===== src/core/cbp_consts.svh =====
// Purpose: constants for the coprocessor busy-wait and privilege port
// Assumes: one core clock, synchronous active-high reset
// Notes: handshake codes are shared by decode and execute buses
//
// Behaviour
// - non-move mode change switches after first execute
// - status-register move switches after second execute
// - only decode response at advance is used
// - interrupt while busy-waiting drops pass qualifier, abandons
// - handshake codes: absent 10, wait 00, go 01, last 11
// - busy-wait: absent gives undefined trap, go/last proceeds
`ifndef CBP_CONSTS_SVH
`define CBP_CONSTS_SVH
`define CBP_HS_ABSENT 2'h2
`define CBP_HS_WAIT 2'h0
`define CBP_HS_GO 2'h1
`define CBP_HS_LAST 2'h3
`define CBP_MODE_STEP_PLAIN 2'h1
`define CBP_MODE_STEP_MOVE 2'h2
`endif


===== src/core/cbp_pkg.sv =====
// Purpose: types for the coprocessor busy-wait and privilege port
// Assumes: used with cbp_consts.svh
// Notes: one-hot state codes
package cbp_pkg;
  typedef enum logic [3:0] {
    CBP_IDLE = 4'h1,
    CBP_BUSY = 4'h2,
    CBP_RUN = 4'h4,
    CBP_DONE = 4'h8
  } cbp_state_type;
endpackage


===== src/core/cbp_port.sv =====
// Purpose: core-side coprocessor handshake, busy-wait and privilege tracking
// Assumes: handshake buses and interrupt come from other clock domains
// Notes: pipeline supplies advance, execute and mode-change strobes
`timescale 1ns/100ps
`include "cbp_consts.svh"
module cbp_port (
  input wire logic clk_i,
  input wire logic sys_rst_i,
  input wire logic ce_i,
  input wire logic [1:0] decode_handshake_bus_i,
  input wire logic [1:0] execute_handshake_bus_i,
  input wire logic irq_i,
  input wire logic advance_i,
  input wire logic cond_pass_i,
  input wire logic mode_change_i,
  input wire logic status_register_move_i,
  input wire logic new_priv_i,
  output logic cp_privilege_indication_o,
  output logic execute_pass_qualifier_o,
  output logic stall_o,
  output logic undef_trap_o,
  output logic commit_o,
  output logic abandon_o
);

  // ----------------------------------------
  // input synchronisers
  // ----------------------------------------
  logic [1:0] de_s1_r, de_s2_r, ex_s1_r, ex_s2_r;
  logic irq_s1_r, irq_s2_r;

  always_ff @(posedge clk_i)
  begin
    if (sys_rst_i)
    begin
      de_s1_r <= `CBP_HS_ABSENT;
      de_s2_r <= `CBP_HS_ABSENT;
      ex_s1_r <= `CBP_HS_ABSENT;
      ex_s2_r <= `CBP_HS_ABSENT;
      irq_s1_r <= 1'b0;
      irq_s2_r <= 1'b0;
    end
    else if (ce_i)
    begin
      de_s1_r <= decode_handshake_bus_i;
      de_s2_r <= de_s1_r;
      ex_s1_r <= execute_handshake_bus_i;
      ex_s2_r <= ex_s1_r;
      irq_s1_r <= irq_i;
      irq_s2_r <= irq_s1_r;
    end
  end

  function automatic logic hs_proceed(input logic [1:0] hs);
    hs_proceed = (hs == `CBP_HS_GO) || (hs == `CBP_HS_LAST);
  endfunction

  // ----------------------------------------
  // handshake state machine
  // ----------------------------------------
  cbp_pkg::cbp_state_type state_r;

  always_ff @(posedge clk_i)
  begin
    if (sys_rst_i)
    begin
      state_r <= cbp_pkg::CBP_IDLE;
      execute_pass_qualifier_o <= 1'b0;
      stall_o <= 1'b0;
      undef_trap_o <= 1'b0;
      commit_o <= 1'b0;
      abandon_o <= 1'b0;
    end
    else if (ce_i)
    begin
      undef_trap_o <= 1'b0;
      commit_o <= 1'b0;
      abandon_o <= 1'b0;
      case (state_r)
        cbp_pkg::CBP_IDLE:
        begin
          // decode answer counts only as instruction advances
          if (advance_i)
          begin
            execute_pass_qualifier_o <= cond_pass_i;
            if (!cond_pass_i)
              state_r <= cbp_pkg::CBP_IDLE;
            else if (de_s2_r == `CBP_HS_ABSENT)
            begin
              // leave through done so the qualifier drops again
              undef_trap_o <= 1'b1;
              state_r <= cbp_pkg::CBP_DONE;
            end
            else if (de_s2_r == `CBP_HS_WAIT)
            begin
              stall_o <= 1'b1;
              state_r <= cbp_pkg::CBP_BUSY;
            end
            else
            begin
              commit_o <= 1'b1;
              state_r <= cbp_pkg::CBP_DONE;
            end
          end
        end
        cbp_pkg::CBP_BUSY:
        begin
          // interrupt wins over a late go for latency
          if (irq_s2_r)
          begin
            execute_pass_qualifier_o <= 1'b0;
            abandon_o <= 1'b1;
            stall_o <= 1'b0;
            state_r <= cbp_pkg::CBP_DONE;
          end
          else if (ex_s2_r == `CBP_HS_ABSENT)
          begin
            undef_trap_o <= 1'b1;
            execute_pass_qualifier_o <= 1'b0;
            stall_o <= 1'b0;
            state_r <= cbp_pkg::CBP_DONE;
          end
          else if (hs_proceed(ex_s2_r))
          begin
            commit_o <= 1'b1;
            stall_o <= 1'b0;
            state_r <= cbp_pkg::CBP_DONE;
          end
        end
        cbp_pkg::CBP_DONE:
        begin
          execute_pass_qualifier_o <= 1'b0;
          state_r <= cbp_pkg::CBP_IDLE;
        end
        default:
        begin
          state_r <= cbp_pkg::CBP_IDLE;
          stall_o <= 1'b0;
          execute_pass_qualifier_o <= 1'b0;
        end
      endcase
    end
  end

  // ----------------------------------------
  // privilege indication
  // ----------------------------------------
  logic [1:0] mode_cnt_r;
  logic pend_priv_r;

  always_ff @(posedge clk_i)
  begin
    if (sys_rst_i)
    begin
      mode_cnt_r <= 2'h0;
      pend_priv_r <= 1'b1;
      cp_privilege_indication_o <= 1'b1;
    end
    else if (ce_i)
    begin
      if (mode_change_i)
      begin
        pend_priv_r <= new_priv_i;
        mode_cnt_r <= status_register_move_i ? `CBP_MODE_STEP_MOVE
                                             : `CBP_MODE_STEP_PLAIN;
      end
      else if (mode_cnt_r != 2'h0)
      begin
        mode_cnt_r <= mode_cnt_r - 2'h1;
        if (mode_cnt_r == 2'h1)
          cp_privilege_indication_o <= pend_priv_r;
      end
    end
  end

  // ----------------------------------------
  // checks
  // ----------------------------------------
  irq_drops_pass_a: assert property (@(posedge clk_i) disable iff (sys_rst_i)
    ce_i && state_r == cbp_pkg::CBP_BUSY && irq_s2_r |=> !execute_pass_qualifier_o && abandon_o)
    else $error("interrupt did not abandon");
  absent_trap_a: assert property (@(posedge clk_i) disable iff (sys_rst_i)
    ce_i && state_r == cbp_pkg::CBP_BUSY && !irq_s2_r && ex_s2_r == `CBP_HS_ABSENT
    |=> undef_trap_o)
    else $error("absent in busy-wait gave no trap");
  go_commit_a: assert property (@(posedge clk_i) disable iff (sys_rst_i)
    ce_i && state_r == cbp_pkg::CBP_BUSY && !irq_s2_r && hs_proceed(ex_s2_r)
    |=> commit_o && !stall_o)
    else $error("go in busy-wait did not proceed");
  decode_hold_a: assert property (@(posedge clk_i) disable iff (sys_rst_i)
    ce_i && state_r == cbp_pkg::CBP_IDLE && !advance_i |=> !commit_o && !undef_trap_o)
    else $error("decode answer used before advance");
  plain_switch_a: assert property (@(posedge clk_i) disable iff (sys_rst_i)
    ce_i && mode_change_i && !status_register_move_i ##1 ce_i && !mode_change_i
    |=> cp_privilege_indication_o == $past(pend_priv_r))
    else $error("plain mode change late");
  move_switch_a: assert property (@(posedge clk_i) disable iff (sys_rst_i)
    ce_i && mode_change_i && status_register_move_i ##1 (ce_i && !mode_change_i) [*2]
    |=> cp_privilege_indication_o == $past(pend_priv_r))
    else $error("move mode change late");
  move_hold_a: assert property (@(posedge clk_i) disable iff (sys_rst_i)
    ce_i && mode_change_i && status_register_move_i |=> $stable(cp_privilege_indication_o))
    else $error("move mode change early");
  wait_stall_a: assert property (@(posedge clk_i) disable iff (sys_rst_i)
    ce_i && state_r == cbp_pkg::CBP_IDLE && advance_i && cond_pass_i && de_s2_r == `CBP_HS_WAIT
    |=> stall_o && execute_pass_qualifier_o)
    else $error("wait did not stall");
  absent_decode_a: assert property (@(posedge clk_i) disable iff (sys_rst_i)
    ce_i && state_r == cbp_pkg::CBP_IDLE && advance_i && cond_pass_i
    && de_s2_r == `CBP_HS_ABSENT |=> undef_trap_o ##1 (!ce_i || !execute_pass_qualifier_o))
    else $error("absent at decode gave no trap");
  cond_fail_a: assert property (@(posedge clk_i) disable iff (sys_rst_i)
    ce_i && state_r == cbp_pkg::CBP_IDLE && advance_i && !cond_pass_i
    |=> !execute_pass_qualifier_o && !commit_o && !stall_o)
    else $error("failed condition still answered");
  busy_pass_a: assert property (@(posedge clk_i) disable iff (sys_rst_i)
    state_r == cbp_pkg::CBP_BUSY |-> execute_pass_qualifier_o && stall_o)
    else $error("busy-wait without pass qualifier");
  priv_still_a: assert property (@(posedge clk_i) disable iff (sys_rst_i)
    !mode_change_i && mode_cnt_r == 2'h0 |=> $stable(cp_privilege_indication_o))
    else $error("privilege moved without mode change");
  one_outcome_a: assert property (@(posedge clk_i) disable iff (sys_rst_i)
    !(commit_o && undef_trap_o) && !(commit_o && abandon_o))
    else $error("two outcomes at once");
  busy_wait_c: cover property (@(posedge clk_i) stall_o [*3] ##1 commit_o);
  decode_go_c: cover property (@(posedge clk_i) advance_i && de_s2_r == `CBP_HS_GO);
  abandon_c: cover property (@(posedge clk_i) stall_o ##1 abandon_o);
  trap_c: cover property (@(posedge clk_i) stall_o ##1 undef_trap_o);
  move_c: cover property (@(posedge clk_i) mode_change_i && status_register_move_i);

endmodule


===== config.mk =====
export PLATFORM = sky130hd
export DESIGN_NAME = cbp_port
export DESIGN_NICKNAME = d
export VERILOG_FILES = /design/src/core/cbp_pkg.sv /design/src/core/cbp_port.sv
export VERILOG_INCLUDE_DIRS = /design/src /design/src/core
export SDC_FILE = /design/constraint.sdc
export NUM_CORES = 1
export LEC_CHECK = 0
export ABC_AREA = 0
export BUFFER_PORTS_ARGS = -buffer_cell sky130_fd_sc_hd__buf_2
export CORE_ASPECT_RATIO = 1.1
export CORE_UTILIZATION = 40
export CTS_CLUSTER_SIZE = 12
export DETAILED_ROUTE_END_ITERATION = 7
export GPL_ROUTABILITY_DRIVEN = 0
export PLACE_DENSITY = 0.74
export SLEW_MARGIN = 25
export SYNTH_ARGS = -nofsm -noshare
export SYNTH_HDL_FRONTEND = slang
export SYNTH_SLANG_ARGS = --single-unit

===== constraint.sdc =====
create_clock -name clk_i -period 1.64 [get_ports clk_i]
set_input_delay 0.082 -clock clk_i [delete_from_list [all_inputs] [get_ports clk_i]]
set_output_delay 0.082 -clock clk_i [all_outputs]
set_load 0.02 [all_outputs]

==> summary.txt, run 1 <==
Status
  – Status: finished with violations
  – Failing checks: negative setup slack

Synth
  – Post-synthesis net count: 126
  – Post-synthesis xor/xnor area fraction: 1.66%
  – EDFF count, synth: 0
  – Largest family of logic cells by synthesized area: simple AND/OR/NAND/NOR gates
  – Post-Synth Simple-Gate Area: 21.4%
  – Synth Instances: 111
  – Mux contribution to synthesized area: 7.58%
  – Yosys warns: 0
  – Syn avg cell area: 9.51 sq um
  – Primary FF master, synth: dfxtp_1
  – Netlist cell types: 40
  – Synth async-reset ratio: 0%
  – Mapped Area: 0.00106 sq mm
  – Sequential share of the synthesized area: 41.7%
  – Adder-Cell Fraction of Synth Area: 2.37%
  – Post-synthesis compound-gate area fraction: 19.1%
  – #FFs+latches synth: 22

Clock tree
  – Clk_lat worst skew: 0.31 ns
  – Cts bufs inserted: 3
  – CTS tree: done
  – CTS Sinks: 22
  – H-tree depth: 1
  – Clk slew on worst S/H paths: 0.12 ns
  – Setup bufs post-CTS: 0
  – Clock root cell: clkbuf_4
  – Clock Tree Buf Depth: 2

Detailed routing
  – Via count: 878
  – Final ANT Viol Nets: 0
  – DRT Wirelength: 2100 microns
  – WL per Instance: 12.6 microns
  – First-pass DRT Iterations: 4
  – DRC: 0
  – Vias per inst: 5.26
  – DR iter-0 viols: 15

Setup path
  – Max incr delay on CP: 0.55 ns
  – Critical Path RT: 1.86 ns
  – Max FO, Critical Path: 6
  – Worst setup SP type: flop
  – Worst path cell trace: or4b_4 -> o311a_4 -> or2_0 -> a21o_1
  – Worst-path cell with the longest stage delay: or4b_4
  – Setup CP Type: flop to flop
  – CP endpoint kind: flop
  – Crit path DAT: 1.91 ns
  – R2R depth: 4

Power
  – IR drop worst, VDD: 0.666 mV
  – Pwr Density: 824 mW/mm^2
  – Pleak: 0.547 nW
  – Final Power: 0.00104 W

Floorplanning
  – # IOs: 19
  – Die ar.: 0.00285 sq mm
  – Die X: 51.0 microns
  – Core footprint: 0.00250 sq mm
  – Die height: 55.9 microns
  – Cell Rows: 19
  – Initial Util: 42.3%

Placement
  – Dpl hpwl: 1580 microns
  – Placed cells: 161
  – Setup WS pre-CTS: -0.0313 ns
  – Port bufs: 18

Worst hold path
  – Hold WC Path Type: input port to flop
  – Worst hold stages: 3

GRT
  – GR Util All Layers: 17.0%
  – Routing usage on met2: 29.9%
  – Met1 Usage GRT: 20.6%
  – Initial antenna violation count: 0
  – First-pass GRT wire length: 3800 microns
  – Met3 usage: 2.46%
  – GR peak layer: met2
  – Vias in the first global route: 911
  – Global route overflow: 0
  – Largest net degree at the start of global routing: 31

Cells and area
  – Layout cells sized above 1: 25.0%
  – Ant. Diodes: 0
  – Fin cells: 167
  – Final net count: 152
  – Area Growth Syn to Fin: 19.7%

Timing
  – # setup viols final: 1
  – Hold Fails Final Rpt: 0
  – Minimum clock period: 1.69 ns
  – Setup TNS: -0.0516 ns
  – Slew @ Worst Pin: 0.545 ns
  – RSZ-0062 raised after global routing: true
  – Layout Skew: 0.00132 ns
  – Tcrit/Tclk final: 103%
  – Final Max Tran Viols: 0
  – Slew HR: 63.7%
  – Fmax: 0.591 GHz
  – PnR worst setup slack: -0.0516 ns

Flow run
  – Max Cap Viol: 0
layout by cell type, fill, tap and decap left out, drive strengths merged, types with 4 or more instances in the layout:
cell type,n
nor2b,7
a21oi,5
dfxtp,22
inv,5
nor2,11
clkbuf,4
buf,27
mux2i,8
a211o,4
synthesized netlist by cell type, types with 2 or more instances:
library cell / n / share of area (%)
a211oi_1: 2 / 1.4
mux2i_1: 8 / 7.6
inv_1: 5 / 1.8
nor2b_1: 7 / 4.1
or4b_1: 2 / 1.9
a211o_1: 4 / 3.3
o21ai_0: 2 / 0.95
a21oi_1: 5 / 2.4
nand2b_1: 3 / 1.8
a21o_1: 2 / 1.4
clkbuf_1: 5 / 1.8
buf_6: 2 / 2.1
ha_1: 2 / 2.4
dfxtp_1: 22 / 42
nand2_1: 3 / 1.1
nand3_1: 3 / 1.4
nor2_1: 11 / 3.9
worst max-delay path: cells and delay by family (launching register included):
kind,cells,cell delay [ns]
and+or+nand+nor,2,0.76
AOI/OAI and AO/OA,2,0.48
DFF,1,0.36
stage by stage:
stage               hold slack (ns)  utilization (%)  instance area [sq um]
detailed placement            0.297             48.3                   1210
global placement              0.295             48.3                   1210
finish                      0.00981             50.6                   1260
floorplan                     0.181                -                   1060
CTS                         0.00958             50.6                   1260
global route                0.00706             50.6                   1260
final timing paths:
check                                  start          to  slack, ns
setup / recovery                  state_r[3]  state_r[0]      -0.05
hold / removal    execute_handshake_bus_i[0]  ex_s1_r[0]       0.01
setup reg to reg                  state_r[3]  state_r[0]      -0.05
hold reg to reg                   ex_s1_r[1]  ex_s2_r[1]       0.48
per-layer routing:
layer	up-vias	part of all wire, %
met3	2	2.3
met4	0	1.0
met5	-	0
met1	415	44
met2	14	53
li1	447	-
timing repair:
item,4_1_cts,5_1_grt
setup endpoints to repair,2,3
gates resized for setup,1,0
endpoints found under the hold margin,2,0
pin swaps,0,1
hold buffers,2,0
layout make-up:
class,instances,area [sq um]
Clock buffer,4,36.3
Inverter,5,18.8
Timing Repair Buffer,29,178
Sequential cell,22,442
Multi-Input combinational cell,76,551
Tap cell,31,38.8
Fill cell,254,1230
logic make-up after synthesis:
kind of cell	count (synthesis)
AO/OA/AOI/OAI	26
XOR/XNOR	2
adder cells (fa/ha/maj)	2
buffers and inverters	13
flip-flops	22
multiplexers	8
AND/OR/NAND/NOR	38
report_power, final:
group          leakage (nW)  internal (W)  switching (W)
Combinational         0.345     0.0000793      0.0000829
Clock                0.0210      0.000136       0.000165
Sequential            0.181      0.000561      0.0000175
registers in the layout, summed over array words and instances, names as in the netlist:
| signal | flops |
|---|---|
| abandon_o | 1 |
| commit_o | 1 |
| cp_privilege_indication_o | 1 |
| de_s1_r | 2 |
| de_s2_r | 2 |
| ex_s1_r | 2 |
| ex_s2_r | 2 |
| execute_pass_qualifier_o | 1 |
| irq_s1_r | 1 |
| irq_s2_r | 1 |
| mode_cnt_r | 2 |
| pend_priv_r | 1 |
| stall_o | 1 |
| state_r | 3 |
| undef_trap_o | 1 |
(Power assumes the default switching activity.)
==> run 2, diff against run 1 <==
--- a/config.mk
+++ b/config.mk
@@ -14,6 +14,7 @@
 export DETAILED_ROUTE_END_ITERATION = 7
 export GPL_ROUTABILITY_DRIVEN = 0
 export PLACE_DENSITY = 0.74
+export SKIP_CTS_REPAIR_TIMING = 1
 export SLEW_MARGIN = 25
 export SYNTH_ARGS = -nofsm -noshare
 export SYNTH_HDL_FRONTEND = slang
==> summary.txt, run 2 (synthesized netlist as in run 1, its figures left out) <==
Floorplanning
  – Die X: 51.0 microns
  – Die ar.: 0.00285 sq mm
  – Core footprint: 0.00250 sq mm
  – Cell Rows: 19
  – Initial Util: 42.3%
  – # IOs: 19
  – Die height: 55.9 microns

Clock tree
  – Clk_lat worst skew: 0.31 ns
  – Clock Tree Buf Depth: 2
  – Clock root cell: clkbuf_4
  – Clk slew on worst S/H paths: 0.12 ns
  – H-tree depth: 1
  – Cts bufs inserted: 3
  – CTS Sinks: 22
  – CTS tree: done

GRT
  – Largest net degree at the start of global routing: 31
  – Global route overflow: 0
  – Vias in the first global route: 907
  – GR Util All Layers: 16.7%
  – First-pass GRT wire length: 3730 microns
  – Initial antenna violation count: 0

Cells and area
  – Most common cell after layout, fill and taps aside: dfxtp_1
  – Largest register FFs: 3
  – FILL cells: 253
  – Layout cells sized above 1: 25.0%
  – Most frequent cells in the layout: dfxtp_1 (21), buf_2 (18), nor2_1 (11)
  – Final net count: 152
  – Ant. Diodes: 0
  – Area Growth Syn to Fin: 19.7%
  – Biggest register: state_r
  – Core Util, Final: 50.6%

Power
  – Final Power: 0.00104 W
  – IR drop worst, VDD: 0.665 mV
  – Pleak: 0.547 nW
  – Pwr Density: 824 mW/mm^2

Timing
  – Slew @ Worst Pin: 0.543 ns
  – # setup viols final: 1
  – Tcrit/Tclk final: 103%
  – Hold Fails Final Rpt: 0
  – PnR worst setup slack: -0.0516 ns
  – RSZ-0062 raised after global routing: true
  – Final Max Tran Viols: 0
  – Minimum clock period: 1.69 ns
  – Fmax: 0.591 GHz
  – Setup TNS: -0.0516 ns
  – Layout Skew: 0.00143 ns
  – Slew HR: 63.8%

Detailed routing
  – DRT Wirelength: 2100 microns
  – Vias per inst: 5.28
  – Via count: 881
  – DRC: 0
  – First-pass DRT Iterations: 4
  – DR iter-0 viols: 15
  – Final ANT Viol Nets: 0
  – WL per Instance: 12.6 microns

Placement
  – Dpl hpwl: 1580 microns
  – Setup WS pre-CTS: -0.0313 ns
  – Port bufs: 18

Setup path
  – Critical Path RT: 1.86 ns
  – Setup CP Type: flop to flop
  – Worst setup SP type: flop
  – Max FO, Critical Path: 6
  – CP endpoint kind: flop
  – Crit path DAT: 1.91 ns

Status
  – Status: finished with violations
  – Failing checks: negative setup slack

Flow run
  – Max Cap Viol: 0

Worst hold path
  – Hold WC Path Type: input port to flop
## run 2: cell counts in the layout (fill, tap and decap cells not counted)
No cell type changed its count.
## run 2: report_power, final
part | internal [W] | switching, W | total [W]
Combinational | 0.0000793 | 0.0000831 | 0.000162
Clock | 0.000136 | 0.000165 | 0.000301
Sequential | 0.000561 | 0.0000175 | 0.000579
Total | 0.000776 | 0.000266 | 0.00104
## run 2: stage by stage
step	std cells	area [sq um]	hold WS, ns
after floorplan	111	1060	0.181
after global placement	161	1210	0.295
after detailed placement	161	1210	0.297
after CTS	165	1240	-0.0292
after global routing	167	1260	0.00706
final	167	1260	0.00991
## run 2: area by class of cell
cell class                      count  area, sq um  share of cell area, %
Timing Repair Buffer               29          178                   14.1
Tap cell                           31         38.8                   3.07
Multi-Input combinational cell     76          551                   43.6
Clock buffer                        4         36.3                   2.87
Sequential cell                    22          442                   35.0
Inverter                            5         18.8                   1.49
## run 2: final timing paths
check                                   from         end  slack (ns)  cells past startpoint
hold / removal    execute_handshake_bus_i[0]  ex_s1_r[0]        0.01                      3
setup reg to reg                  state_r[3]  state_r[0]       -0.05                      4
setup / recovery                  state_r[3]  state_r[0]       -0.05                      4
hold reg to reg                   ex_s1_r[1]  ex_s2_r[1]        0.48                      1
## run 2: per-layer routing
layer,part of all wire [%],GRT usage [%]
met4,1.5,6.75
met5,0,0
met1,44,19.9
met3,2.3,2.73
met2,53,29.1
## run 2: critical path, cell delays in order, from the launching register on
cell and delay [ns]:
dfxtp_2 0.36, or4b_4 0.55, o311a_4 0.33, or2_0 0.21, a21o_1 0.15
==> run 3, diff against run 2 <==
--- a/config.mk
+++ b/config.mk
@@ -6,7 +6,7 @@
 export SDC_FILE = /design/constraint.sdc
 export NUM_CORES = 1
 export LEC_CHECK = 0
-export ABC_AREA = 0
+export ABC_AREA = 1
 export BUFFER_PORTS_ARGS = -buffer_cell sky130_fd_sc_hd__buf_2
 export CORE_ASPECT_RATIO = 1.1
 export CORE_UTILIZATION = 40
@@ -15,7 +15,7 @@
 export GPL_ROUTABILITY_DRIVEN = 0
 export PLACE_DENSITY = 0.74
 export SKIP_CTS_REPAIR_TIMING = 1
-export SLEW_MARGIN = 25
+export SLEW_MARGIN = 20
 export SYNTH_ARGS = -nofsm -noshare
 export SYNTH_HDL_FRONTEND = slang
 export SYNTH_SLANG_ARGS = --single-unit
==> summary.txt, run 3 <==
GRT
  – GR Util All Layers: 15.9%
  – Initial antenna violation count: 0
  – Vias in the first global route: 871
  – Largest net degree at the start of global routing: 19
  – First-pass GRT wire length: 3460 microns
  – Global route overflow: 0

Synth
  – Top-area cell type share of the netlist area: 42.0%
  – #FFs+latches synth: 22
  – Yosys warns: 0
  – Synth Instances: 138
  – Netlist cell types: 21
  – Sequential share of the synthesized area: 42.0%
  – Primary FF master, synth: dfxtp_1
  – Area contributors post-synth: dfxtp_1 (42%), nand2_1 (7.9%), o21ai_0 (7.6%)
  – Post-synthesis net count: 153
  – EDFF count, synth: 0
  – Mapped Area: 0.00105 sq mm
  – Syn avg cell area: 7.61 sq um
  – Area leader, netlist: dfxtp_1
  – Synth async-reset ratio: 0%
  – Synth top cells by count: dfxtp_1 (22), nand2_1 (22), inv_1 (16), o21ai_0 (16), a21oi_1 (12)

Worst hold path
  – Hold WC Path Type: input port to flop
  – Worst hold stages: 3

Cells and area
  – Fin cells: 190
  – Area Growth Syn to Fin: 17.4%
  – Layout cells sized above 1: 26.4%
  – Most frequent cells in the layout: nand2_1 (22), dfxtp_1 (22), buf_2 (18)
  – Biggest register: state_r
  – Final net count: 175
  – Ant. Diodes: 0
  – FILL cells: 257
  – Largest register FFs: 3

Detailed routing
  – DRC: 0
  – DR iter-0 viols: 20
  – Final ANT Viol Nets: 0
  – WL per Instance: 10.8 microns
  – Vias per inst: 4.89
  – First-pass DRT Iterations: 4
  – DRT Wirelength: 2060 microns
  – Via count: 930

Floorplanning
  – Die ar.: 0.00283 sq mm
  – Initial Util: 42.1%
  – Cell Rows: 19
  – Core footprint: 0.00250 sq mm
  – Die X: 50.8 microns
  – # IOs: 19
  – Die height: 55.7 microns

Setup path
  – Worst setup SP type: flop
  – Worst path cell trace: inv_1 -> ha_1 -> inv_1 -> o21ai_0 -> inv_1 -> o21ai_0 -> a21oi_1
  – Crit path DAT: 1.53 ns
  – CP endpoint kind: flop
  – Crit-path most repeated cell: inv_1
  – Critical path buffer and inverter count: 3
  – Crit-path leading delay family: compound AO/OA/AOI/OAI gates
  – Max incr delay on CP: 0.35 ns
  – Max FO, Critical Path: 3
  – Critical Path RT: 1.86 ns
  – R2R depth: 7
  – Critical path depth: 7
  – Setup CP Type: flop to flop
  – Worst-path cell with the longest stage delay: dfxtp_1

Placement
  – Port bufs: 18
  – Placed cells: 183
  – Dpl hpwl: 1520 microns

Timing
  – Final Max Tran Viols: 0
  – Slew @ Worst Pin: 0.464 ns
  – Tcrit/Tclk final: 79.6%
  – Fmax: 0.766 GHz
  – Minimum clock period: 1.31 ns
  – Final hold slack: -0.0149 ns
  – Layout Skew: 0.00486 ns
  – Hold Fails Final Rpt: 2
  – Slew HR: 69.0%
  – # setup viols final: 0
  – RSZ-0062 raised after global routing: false
  – Setup TNS: 0 ns

Clock tree
  – H-tree depth: 1
  – CTS tree: done
  – Clk_lat worst skew: 0.31 ns
  – Cts bufs inserted: 3
  – CTS Sinks: 22
  – Clk slew on worst S/H paths: 0.13 ns
  – Clock Tree Buf Depth: 2
  – Clock root cell: clkbuf_4

Power
  – Pwr Density: 986 mW/mm^2
  – Final Power: 0.00122 W
  – IR drop worst, VDD: 0.706 mV
  – Pleak: 0.570 nW

Status
  – Failing checks: negative hold slack
  – Status: finished with violations

Flow run
  – Max Cap Viol: 0
[run 3: cell types whose count changed after synthesis, sizes merged, moves of 5 or more]
cell	delta
nor2b	-7
mux2i	-8
clkbuf	-5
nand2	+21
a21oi	+11
nand3	+11
nor2	+5
o21ai	+13
inv	+15
[run 3: worst paths after layout]
kind	slack (ns)	to	start
worst min register to register	0.48	de_s1_r[1]	de_s1_r[1]
worst min-delay path	-0.01	ex_s1_r[0]	execute_handshake_bus_i[0]
worst max register to register	0.33	mode_cnt_r[0]	mode_cnt_r[0]
worst max-delay path	0.33	mode_cnt_r[0]	mode_cnt_r[0]
[run 3: area by class of cell]
| class | count | area [sq um] | area share [%] |
|---|---|---|---|
| clock buffer | 3 | 22.5 | 1.83 |
| clock inverter | 1 | 30.0 | 2.44 |
| inverter | 20 | 75.1 | 6.09 |
| multi-input combinational | 92 | 505 | 41.0 |
| sequential | 22 | 440 | 35.7 |
| tap | 31 | 38.8 | 3.15 |
| timing repair buffer | 21 | 120 | 9.75 |
[run 3: tightest hold or removal path, stage by stage]
cell    delay, ns
buf_2        0.08
nor2_1       0.03
nor2_1       0.08
[run 3: power breakdown]
part	leakage (nW)	internal, W	switching [W]	total, W
sequential	0.182	0.000570	0.0000209	0.000591
clock	0.0279	0.000247	0.000173	0.000420
combinational	0.360	0.0000773	0.000127	0.000204
[run 3: logic make-up (layout without fill, tap and decap cells)]
logic type	after synthesis	count (layout)	share of synthesized area, %
adders and majority gates	2	2	2.38
buffers and inverters	24	45	9.89
AOI/OAI and AO/OA	33	33	17.3
DFF	22	22	42.0
and+or+nand+nor	57	57	28.5
[run 3: per-stage QoR]
step	util (%)	area, sq um	setup WS, ns
floorplan	-	1050	0.519
global placement	46.1	1150	0.427
detailed placement	46.1	1150	0.363
CTS	48.2	1200	0.335
global route	49.4	1230	0.165
finish	49.4	1230	0.334
[run 3: metal layers]
layer	wire [microns]	vias up	GRT usage, %	share of wire (%)
met5	0	-	0	0
met3	92	2	4.64	4.5
met1	899	419	17.9	44
li1	-	487	-	-
met4	14	0	5.16	0.68
met2	1050	22	28.2	51
